--- config.mk ---
export PLATFORM = sky130hd
export DESIGN_NAME = lrr_arbiter
export DESIGN_NICKNAME = d
export VERILOG_FILES = /design/src/hdl/lrr_pkg.sv /design/src/hdl/lrr_arbiter.sv
export VERILOG_INCLUDE_DIRS = /design/src /design/src/hdl
export SDC_FILE = /design/constraint.sdc
export NUM_CORES = 1
export LEC_CHECK = 0
export ABC_AREA = 1
export BUFFER_PORTS_ARGS = -buffer_cell sky130_fd_sc_hd__buf_2
export CAP_MARGIN = 20
export CORE_UTILIZATION = 35
export CTS_CLUSTER_DIAMETER = 60
export DETAILED_ROUTE_END_ITERATION = 6
export SYNTH_ARGS = -nofsm -noshare
export SYNTH_HDL_FRONTEND = slang
export SYNTH_SLANG_ARGS = --single-unit
export TNS_END_PERCENT = 20
--- constraint.sdc ---
create_clock -name core_clk -period 4 [get_ports core_clk]
set_clock_uncertainty 0.2 [all_clocks]
set_input_delay 0.2 -clock core_clk [delete_from_list [all_inputs] [get_ports core_clk]]
set_output_delay 0.2 -clock core_clk [all_outputs]
set_load 0.01 [all_outputs]
--- src/hdl/lrr_defs.svh ---
// Purpose: Constants of the local/remote run arbiter
// Assumes: Included by bare name
// Notes:   Terminal function codes other than Fx, Rx, run permit are plain defaults
`ifndef LRR_DEFS_SVH
`define LRR_DEFS_SVH
`define LRR_NUM_MFI       7
`define LRR_ESC_LOCREM    2'h2
`define LRR_SRC_KEYPAD    3'h0
`define LRR_SRC_TWO_WIRE  3'h1
`define LRR_SRC_RUN_DIR   3'h2
`define LRR_SRC_SERIAL    3'h3
`define LRR_SRC_FIELDBUS  3'h4
`define LRR_SRC_USER_SEQ  3'h5
`define LRR_FN_FX         6'h01
`define LRR_FN_RX         6'h02
`define LRR_FN_RUN_PERMIT 6'h0d
`define LRR_FN_JOG_FWD    6'h2e
`define LRR_FN_JOG_REV    6'h2f
`define LRR_FN_PRE_EXCITE 6'h30
`define LRR_LOCK_NONE     2'h0
`define LRR_LOCK_FWD      2'h1
`define LRR_LOCK_REV      2'h2
`define LRR_SS_PWRON_BIT  4
`define LRR_BOOT_SETTLE   2'h2
`define LRR_CLK_KHZ       25000
`define LRR_FLASH_MS      250
`endif

--- src/hdl/lrr_pkg.sv ---
// Purpose: Types of the local/remote run arbiter
// Assumes: lrr_defs.svh gives the widths
// Notes:   Configuration is static or changes from the core clock domain
`include "lrr_defs.svh"
package lrr_pkg;
	// One-hot control mode
	typedef enum logic [1:0] {
		LRR_REMOTE = 2'b01,
		LRR_LOCAL  = 2'b10
	} lrr_mode_e;

	// Settings bundle
	typedef struct packed {
		logic [1:0]                       escape_key_function;
		logic [2:0]                       cmd_source;
		logic [1:0]                       dir_lock;
		logic                             run_on_powerup;
		logic [7:0]                       speed_search_options;
		logic [`LRR_NUM_MFI-1:0][5:0]     mfi_function;
	} lrr_cfg_s;

	// Decision bundle to the output stage
	typedef struct packed {
		logic run;
		logic reverse;
		logic jog;
		logic jog_reverse;
		logic pre_excite;
		logic speed_search;
		logic accel_from_zero;
	} lrr_drv_s;
endpackage

--- src/hdl/lrr_arbiter.sv ---
// Purpose: Local/remote run-command arbitration for a motor drive
// Assumes: Keys and terminals are raw pins; settings and remote commands are core_clk logic
// Notes:   Stopping means the ramp decelerates to 0 Hz; the output stage stays powered
`timescale 1ns/1ps
`include "lrr_defs.svh"
module lrr_arbiter
	import lrr_pkg::*;
#(
	parameter int unsigned FLASH_CYC = `LRR_FLASH_MS * `LRR_CLK_KHZ
) (
	input  wire logic                    core_clk,
	input  wire logic                    rst_n,
	input  wire lrr_cfg_s                cfg,
	input  wire logic                    fault_reset_strap,
	input  wire logic                    key_esc,
	input  wire logic                    key_run,
	input  wire logic                    key_stop,
	input  wire logic                    key_rev,
	input  wire logic [`LRR_NUM_MFI-1:0] multifunction_inputs,
	input  wire logic                    rmt_cmd_valid,
	input  wire logic                    rmt_run,
	input  wire logic                    rmt_rev,
	output lrr_drv_s                     drv,
	output logic                         local_mode,
	output logic                         local_lamp
);
	localparam int W = `LRR_NUM_MFI + 5;

	// True when any input carrying the given function code is on
	function automatic logic fn_on(input logic [`LRR_NUM_MFI-1:0] lv,
	                               input logic [`LRR_NUM_MFI-1:0][5:0] codes,
	                               input logic [5:0] code);
		logic hit;
		hit = 1'b0;
		for (int i = 0; i < `LRR_NUM_MFI; i++) begin
			hit = hit | (lv[i] & (codes[i] == code));
		end
		return hit;
	endfunction

	logic [W-1:0]            pin_raw;
	logic [W-1:0]            s2;
	logic [W-1:0]            s3;
	logic [W-1:0]            rise;
	logic [`LRR_NUM_MFI-1:0] mfi;
	logic                    esc_p;
	logic                    run_p;
	logic                    stop_p;
	logic                    rev_p;
	logic                    strap;
	lrr_mode_e               mode;
	logic [1:0]              boot_cnt;
	logic                    boot_cap;
	logic                    boot_done;
	logic                    en;
	logic                    en_q;
	logic                    go_local;
	logic                    go_remote;
	logic                    post_fault;
	logic                    term_armed;
	logic                    need_all_off;
	logic                    pwr_start;
	logic                    run_q;
	logic                    rev_q;
	logic                    fx;
	logic                    rx;
	logic                    permit;
	logic                    jogf;
	logic                    jogr;
	logic                    pre;
	logic                    src_term;
	logic                    src_digital;
	logic                    keypad_ctl;
	logic                    t_run;
	logic                    t_rev;
	logic                    want_run;
	logic                    want_rev;
	logic                    blocked;
	logic                    next_run;
	logic [31:0]             flash_cnt;

	// Two-flop synchronisers plus an edge stage, one per pin
	assign pin_raw = {fault_reset_strap, key_esc, key_run, key_stop, key_rev,
	                  multifunction_inputs};
	genvar g;
	generate
		for (g = 0; g < W; g++) begin : g_sync
			logic q1;
			logic q2;
			logic q3;
			always_ff @(posedge core_clk) begin
				if (!rst_n) begin
					q1 <= 1'b0;
					q2 <= 1'b0;
					q3 <= 1'b0;
				end else begin
					q1 <= pin_raw[g];
					q2 <= q1;
					q3 <= q2;
				end
			end
			assign s2[g] = q2;
			assign s3[g] = q3;
		end
	endgenerate

	// One event per press; edges taken only after the second flop
	assign rise   = s2 & ~s3;
	assign mfi    = s2[`LRR_NUM_MFI-1:0];
	assign rev_p  = rise[`LRR_NUM_MFI];
	assign stop_p = rise[`LRR_NUM_MFI+1];
	assign run_p  = rise[`LRR_NUM_MFI+2];
	assign esc_p  = rise[`LRR_NUM_MFI+3];
	assign strap  = s2[`LRR_NUM_MFI+4];

	// Terminal functions by configured code
	assign fx     = fn_on(mfi, cfg.mfi_function, `LRR_FN_FX);
	assign rx     = fn_on(mfi, cfg.mfi_function, `LRR_FN_RX);
	assign permit = fn_on(mfi, cfg.mfi_function, `LRR_FN_RUN_PERMIT);
	assign jogf   = fn_on(mfi, cfg.mfi_function, `LRR_FN_JOG_FWD);
	assign jogr   = fn_on(mfi, cfg.mfi_function, `LRR_FN_JOG_REV);
	assign pre    = fn_on(mfi, cfg.mfi_function, `LRR_FN_PRE_EXCITE);

	// Source decode; unknown codes 6 and 7 act as digital sources
	assign src_term    = (cfg.cmd_source == `LRR_SRC_TWO_WIRE) |
	                     (cfg.cmd_source == `LRR_SRC_RUN_DIR);
	assign src_digital = ~src_term;
	assign keypad_ctl  = (mode == LRR_LOCAL) | (cfg.cmd_source == `LRR_SRC_KEYPAD);

	// Boot counter waits until the strap has crossed the synchroniser
	always_ff @(posedge core_clk) begin
		if (!rst_n) begin
			boot_cnt <= 2'h0;
		end else if (boot_cnt != 2'h3) begin
			boot_cnt <= boot_cnt + 2'h1;
		end
	end
	assign boot_cap = (boot_cnt == `LRR_BOOT_SETTLE);
	assign boot_done = (boot_cnt > `LRR_BOOT_SETTLE);

	// Option edge detector for the local/remote setting
	assign en = (cfg.escape_key_function == `LRR_ESC_LOCREM);
	always_ff @(posedge core_clk) begin
		if (!rst_n) begin
			en_q <= 1'b0;
		end else begin
			en_q <= en;
		end
	end

	// Mode transitions; settings are only read here, never written
	assign go_local  = ~boot_cap & ~(en & ~en_q) & en & esc_p & (mode == LRR_REMOTE);
	assign go_remote = ~boot_cap & ((en & ~en_q & (mode == LRR_LOCAL)) |
	                   (en & en_q & esc_p & (mode == LRR_LOCAL)));

	// Control mode register, remote after reset; boot loads local if the strap is set
	always_ff @(posedge core_clk) begin
		if (!rst_n) begin
			mode <= LRR_REMOTE;
		end else if (boot_cap) begin
			mode <= strap ? LRR_LOCAL : LRR_REMOTE;
		end else if (en & ~en_q) begin
			mode <= LRR_REMOTE;
		end else if (go_local) begin
			mode <= LRR_LOCAL;
		end else if (go_remote) begin
			mode <= LRR_REMOTE;
		end
	end

	// Post-fault flag, caught once after reset release
	always_ff @(posedge core_clk) begin
		if (!rst_n) begin
			post_fault <= 1'b0;
		end else if (boot_cap) begin
			post_fault <= strap;
		end
	end

	// Terminal arming: power-on run, or an off cycle first, a full one after a fault-reset return to remote
	always_ff @(posedge core_clk) begin
		if (!rst_n) begin
			term_armed   <= 1'b0;
			need_all_off <= 1'b0;
		end else if (boot_cap) begin
			term_armed   <= cfg.run_on_powerup & src_term;
			need_all_off <= 1'b0;
		end else if (go_remote & post_fault) begin
			term_armed   <= 1'b0;
			need_all_off <= 1'b1;
		end else if (!term_armed && boot_done) begin // Held pins must not arm before boot
			// Off then on again: arming waits for the listed run inputs off, or for every input off after a fault-reset return
			if (need_all_off ? (mfi == '0) : ~(fx | rx | jogf | jogr | pre)) begin
				term_armed   <= 1'b1;
				need_all_off <= 1'b0;
			end
		end
	end

	// Power-up start pending until the first run begins or the mode changes
	always_ff @(posedge core_clk) begin
		if (!rst_n) begin
			pwr_start <= 1'b0;
		end else if (boot_cap) begin
			pwr_start <= cfg.run_on_powerup & src_term;
		end else if (drv.run | go_local | go_remote) begin
			pwr_start <= 1'b0;
		end
	end

	// Keypad and digital-source run state
	always_ff @(posedge core_clk) begin
		if (!rst_n) begin
			run_q <= 1'b0;
			rev_q <= 1'b0;
		end else if (go_local) begin
			run_q <= 1'b0;
		end else if (go_remote) begin
			run_q <= 1'b0;
		end else if (keypad_ctl) begin
			if (stop_p) begin
				run_q <= 1'b0;
			end else if (rev_p & (cfg.dir_lock != `LRR_LOCK_NONE)) begin
				run_q <= 1'b0;
			end else if (run_p) begin
				run_q <= 1'b1;
			end else if (rev_p) begin
				rev_q <= ~rev_q;
			end
		end else if (rmt_cmd_valid) begin
			run_q <= rmt_run;
			rev_q <= rmt_rev;
		end
	end

	// Terminal command decode
	always_comb begin
		if (cfg.cmd_source == `LRR_SRC_TWO_WIRE) begin
			t_run = fx ^ rx;
			t_rev = rx & ~fx;
		end else begin
			t_run = fx;
			t_rev = rx;
		end
	end

	// Follow the terminals live in remote, so a switch keeps running
	assign want_run = (keypad_ctl | src_digital) ? run_q : (term_armed & t_run);
	assign want_rev = (keypad_ctl | src_digital) ? rev_q : t_rev;
	assign blocked  = ((cfg.dir_lock == `LRR_LOCK_FWD) & ~want_rev) |
	                  ((cfg.dir_lock == `LRR_LOCK_REV) & want_rev);
	assign next_run = want_run & ~blocked;

	// Registered decisions to the output stage
	always_ff @(posedge core_clk) begin
		if (!rst_n) begin
			drv <= '0;
		end else begin
			drv.run         <= next_run;
			drv.reverse     <= want_rev;
			// Local jog needs the permit terminal
			drv.jog         <= (mode == LRR_LOCAL) ? (permit & (jogf | jogr)) :
			                   (src_term & term_armed & (jogf | jogr));
			drv.jog_reverse <= jogr & ~jogf;
			drv.pre_excite  <= (mode == LRR_REMOTE) & src_term & term_armed & pre;
			drv.speed_search <= next_run & ~drv.run & pwr_start &
			                    cfg.speed_search_options[`LRR_SS_PWRON_BIT];
			drv.accel_from_zero <= next_run & ~drv.run & ~(pwr_start &
			                    cfg.speed_search_options[`LRR_SS_PWRON_BIT]);
		end
	end

	// Lamp flashes in local mode, dark in remote
	always_ff @(posedge core_clk) begin
		if (!rst_n) begin
			flash_cnt  <= 32'h0000_0000;
			local_lamp <= 1'b0;
		end else if (mode == LRR_REMOTE) begin
			flash_cnt  <= 32'h0000_0000;
			local_lamp <= 1'b0;
		end else if (flash_cnt == 32'(FLASH_CYC - 1)) begin
			flash_cnt  <= 32'h0000_0000;
			local_lamp <= ~local_lamp;
		end else begin
			flash_cnt  <= flash_cnt + 32'h0000_0001;
			if (flash_cnt == 32'h0000_0000) begin
				local_lamp <= 1'b1;
			end
		end
	end

	assign local_mode = (mode == LRR_LOCAL);

	// Checks
	property p_esc_to_local;
		@(posedge core_clk) disable iff (!rst_n) go_local |=> (mode == LRR_LOCAL) ##1 local_lamp;
	endproperty
	a_esc_to_local: assert property (p_esc_to_local) else $error("no local entry");
	property p_esc_to_remote;
		@(posedge core_clk) disable iff (!rst_n) go_remote |=> ##1 !local_lamp;
	endproperty
	a_esc_to_remote: assert property (p_esc_to_remote) else $error("lamp on in remote");
	property p_opt_remote;
		@(posedge core_clk) disable iff (!rst_n) (en && !en_q && !boot_cap) |=> mode == LRR_REMOTE;
	endproperty
	a_opt_remote: assert property (p_opt_remote) else $error("option not remote");
	property p_local_stop;
		@(posedge core_clk) disable iff (!rst_n) go_local ##1 !run_p |=> !drv.run;
	endproperty
	a_local_stop: assert property (p_local_stop) else $error("ran after local");
	property p_jog_permit;
		@(posedge core_clk) disable iff (!rst_n) (mode == LRR_LOCAL && !permit) |=> !drv.jog;
	endproperty
	a_jog_permit: assert property (p_jog_permit) else $error("jog w/o permit");
	property p_no_pwr_run;
		@(posedge core_clk) disable iff (!rst_n)
			(boot_cap && !(cfg.run_on_powerup && src_term)) |=> !term_armed;
	endproperty
	a_no_pwr_run: assert property (p_no_pwr_run) else $error("armed at power-up");
	property p_lock;
		@(posedge core_clk) disable iff (!rst_n)
			drv.run |-> !($past(cfg.dir_lock) == `LRR_LOCK_REV && drv.reverse);
	endproperty
	a_lock: assert property (p_lock) else $error("locked direction ran");
	property p_two_wire_stop;
		@(posedge core_clk) disable iff (!rst_n)
			(!keypad_ctl && cfg.cmd_source == `LRR_SRC_TWO_WIRE && fx == rx) |=> !drv.run;
	endproperty
	a_two_wire_stop: assert property (p_two_wire_stop) else $error("two-wire not stop");
	c_toggle: cover property (@(posedge core_clk) disable iff (!rst_n) go_local ##[1:50] go_remote);
	c_pwr_run: cover property (@(posedge core_clk) disable iff (!rst_n) pwr_start ##1 drv.run);
	c_search: cover property (@(posedge core_clk) disable iff (!rst_n) drv.speed_search);
	c_term_rev: cover property (@(posedge core_clk) disable iff (!rst_n) drv.run && drv.reverse);
endmodule

==> results.cfg <==
[sta]
setup_viol = 0
setup_tns_ns = 0
fin_crit_sh = 0.628
period_minus_slack_ns = 2.51
grt_setup_unrepaired = false
hold_violations = 0
fmax_ghz = 0.398
worst_slew_pin_slew_ns = 0.556
relSlewSlack = 0.628
slew_viol_final = 0
hold_ws_ns = 0.0211

[die]
start_util = 0.360
fp.dieH_um = 113
ios = 84
row_count = 40
core-area_mm2 = 0.0121
die_x_um = 113
dieArea_mm2 = 0.0129

[grt]
grt_pass1_wl_mm = 16.9
grt_pass1_vias = 3854
grt_start_max_net_pins = 37
antenna_found_initial = 0
grt_use_total = 0.168
grt_overflow = 0

[drt]
ant_nets = 0
routed_wl_mm = 9.85
route.vias.total = 4222
drc = 0
drt_iter0_drc = 240
drt_first_pass_iters = 5
vias_per_cell = 4.39
wl_per_cell_um = 10.2

[pwr]
leakagePower_nw = 2.73
powerDensity_mw_per_mm2 = 347
ir_drop_mv = 0.171
finalPower_w = 0.00187

[final_layout]
register_area_mm2 = 0.00158
nFillCells = 1281
finalNetCount = 870
multi_input_area_mm2 = 0.00224
drive_gt1_frac = 0.139
fin_area_mm2 = 0.00538
antenna_cells = 0
final_cells = 961
syn_to_final_growth_pct = 23.8

[worst_setup_path]
worst-path-buf-inv = 2
crit_required_ns = 4.02
cp_top_family = simple AND/OR/NAND/NOR gates
cp.arrival_ns = 2.53
path_cells = ha_1, nand3_1, inv_1, nand4_1, nor4_1, nand2_1, nand2_2, inv_1, o21ai_0, a21oi_1
worstSetupStartpointType = flip-flop
cp_max_fo = 24
cp_slowest_cell = nand2_2
cp-end-kind = flip-flop
worstSetupPathType = reg2reg
path_common_cell = inv_1
cpPeakStageDelay_ns = 0.41

[synth]
yosys_most_used_dff = dfxtp_1
ys_seq_area_frac = 0.364
synth_top_area_share = 0.364
synth_fp_nets = 772
mappedNetlistArea_mm2 = 0.00435
synth_area_leaders = dfxtp_1, nand2_1, inv_1, nor2_1, nand3_1
async_flop_share = 0
yosys-top-cells-count = nand2_1, inv_1, nor2_1, dfxtp_1, nand3_1
synth_seq_cells = 79
synth_most_common_cell = nand2_1
synth-warning-count = 0
yosys.area.top_type = dfxtp_1
synth_cell_types = 35
postSynthCellCount = 690
synth-edff-count = 0
syn_area_per_cell_um2 = 6.30

[clock_tree]
cts_tree = built
ctsHoldBuffers = 17
clk_pin_slew_worst_paths_ns = 0.06
numCtsBuffers = 9
clockBufferDepth = 2
post_cts_resized = 0
h-tree-depth = 3
post-cts-setup-buffers = 0
cts.sinks = 79
clock_latency_ns = 0.34
clockRootBuffer = clkbuf_16

[placement]
dp.cells = 928
dpl.hpwl_mm = 7.63
io_buffers = 76
placed_area_mm2 = 0.00491
routabilityCongestion = 0.838

[hold_path]
holdCritPathClass = in2reg

[job]
cap_violations = 0

[status]
status = finished clean
metal layers:
layer | part of all wire | up-vias | GRT usage
met1 | 0.49 | 1796 | 0.209
met5 | 0 | - | 0
met3 | 0.042 | 6 | 0.0547
met4 | 0.0072 | 0 | 0.0509
li1 | - | 2341 | -
met2 | 0.46 | 79 | 0.276
stage by stage:
step / worst slack (ns) / util
5_1_grt: 1.18 / 0.446
4_1_cts: 1.44 / 0.446
2_1_floorplan: 2.09 / -
3_3_place_gp: 1.51 / 0.407
6_report: 1.49 / 0.446
3_5_place_dp: 1.46 / 0.407
worst paths after layout:
kind / cells past startpoint / from / end / slack, ns
max reg2reg: 10 / flash_cnt[0] / flash_cnt[20] / 1.49
max: 10 / flash_cnt[0] / flash_cnt[20] / 1.49
min: 4 / cfg[54] / drv[2] / 0.02
min reg2reg: 2 / g_sync[1].q1 / g_sync[1].q2 / 0.21
power by group:
group          total, W  internal (W)  switching, W
Combinational  0.000216     0.0000877      0.000129
Sequential     0.000836      0.000817     0.0000187
Clock          0.000813      0.000484      0.000330
Total           0.00187       0.00139      0.000477
cell type report:
class,instances,share of cell area
clock buffers,9,0.0419
clock inverters,7,0.0137
inverters,130,0.0907
multi-input cells,474,0.417
flip-flops and latches,79,0.294
well taps,168,0.0391
repair buffers,94,0.104
sequential cells by signal, summed over array words and instances, names as in the netlist:
name          count
g_sync.q2        12
g_sync.q3         4
term_armed        1
mode              2
g_sync.q1        12
local_lamp        1
rev_q             1
run_q             1
boot_cnt          2
need_all_off      1
pwr_start         1
flash_cnt        32
en_q              1
post_fault        1
drv               7
worst register-to-register path: stages, from the launching register on:
cell	delay [ns]
dfxtp_1	0.39
ha_1	0.21
nand3_1	0.15
inv_1	0.12
nand4_1	0.08
nor4_1	0.23
nand2_1	0.14
nand2_2	0.42
inv_1	0.28
o21ai_0	0.14
a21oi_1	0.05
layout by cell type, fill, tap and decap left out, drive strengths merged, types with 7 or more instances in the layout:
cell	netlist	final
a21oi	29	29
buf	3	77
clkbuf	4	9
dfxtp	79	79
dlygate4sd3	0	17
ha	7	7
inv	130	130
nand2	166	166
nand3	46	46
nand4	15	15
nor2	136	136
nor3	17	17
nor4	8	8
o21a	7	7
o21ai	17	17
cells by family after synthesis:
kind of cell	synth area share
buf+inv	0.120
xor+xnor	0.0202
fa+ha+maj	0.0202
simple gates	0.399
compound gates	0.0772
flops	0.364
No activity file was read; power rests on OpenSTA's default activity.
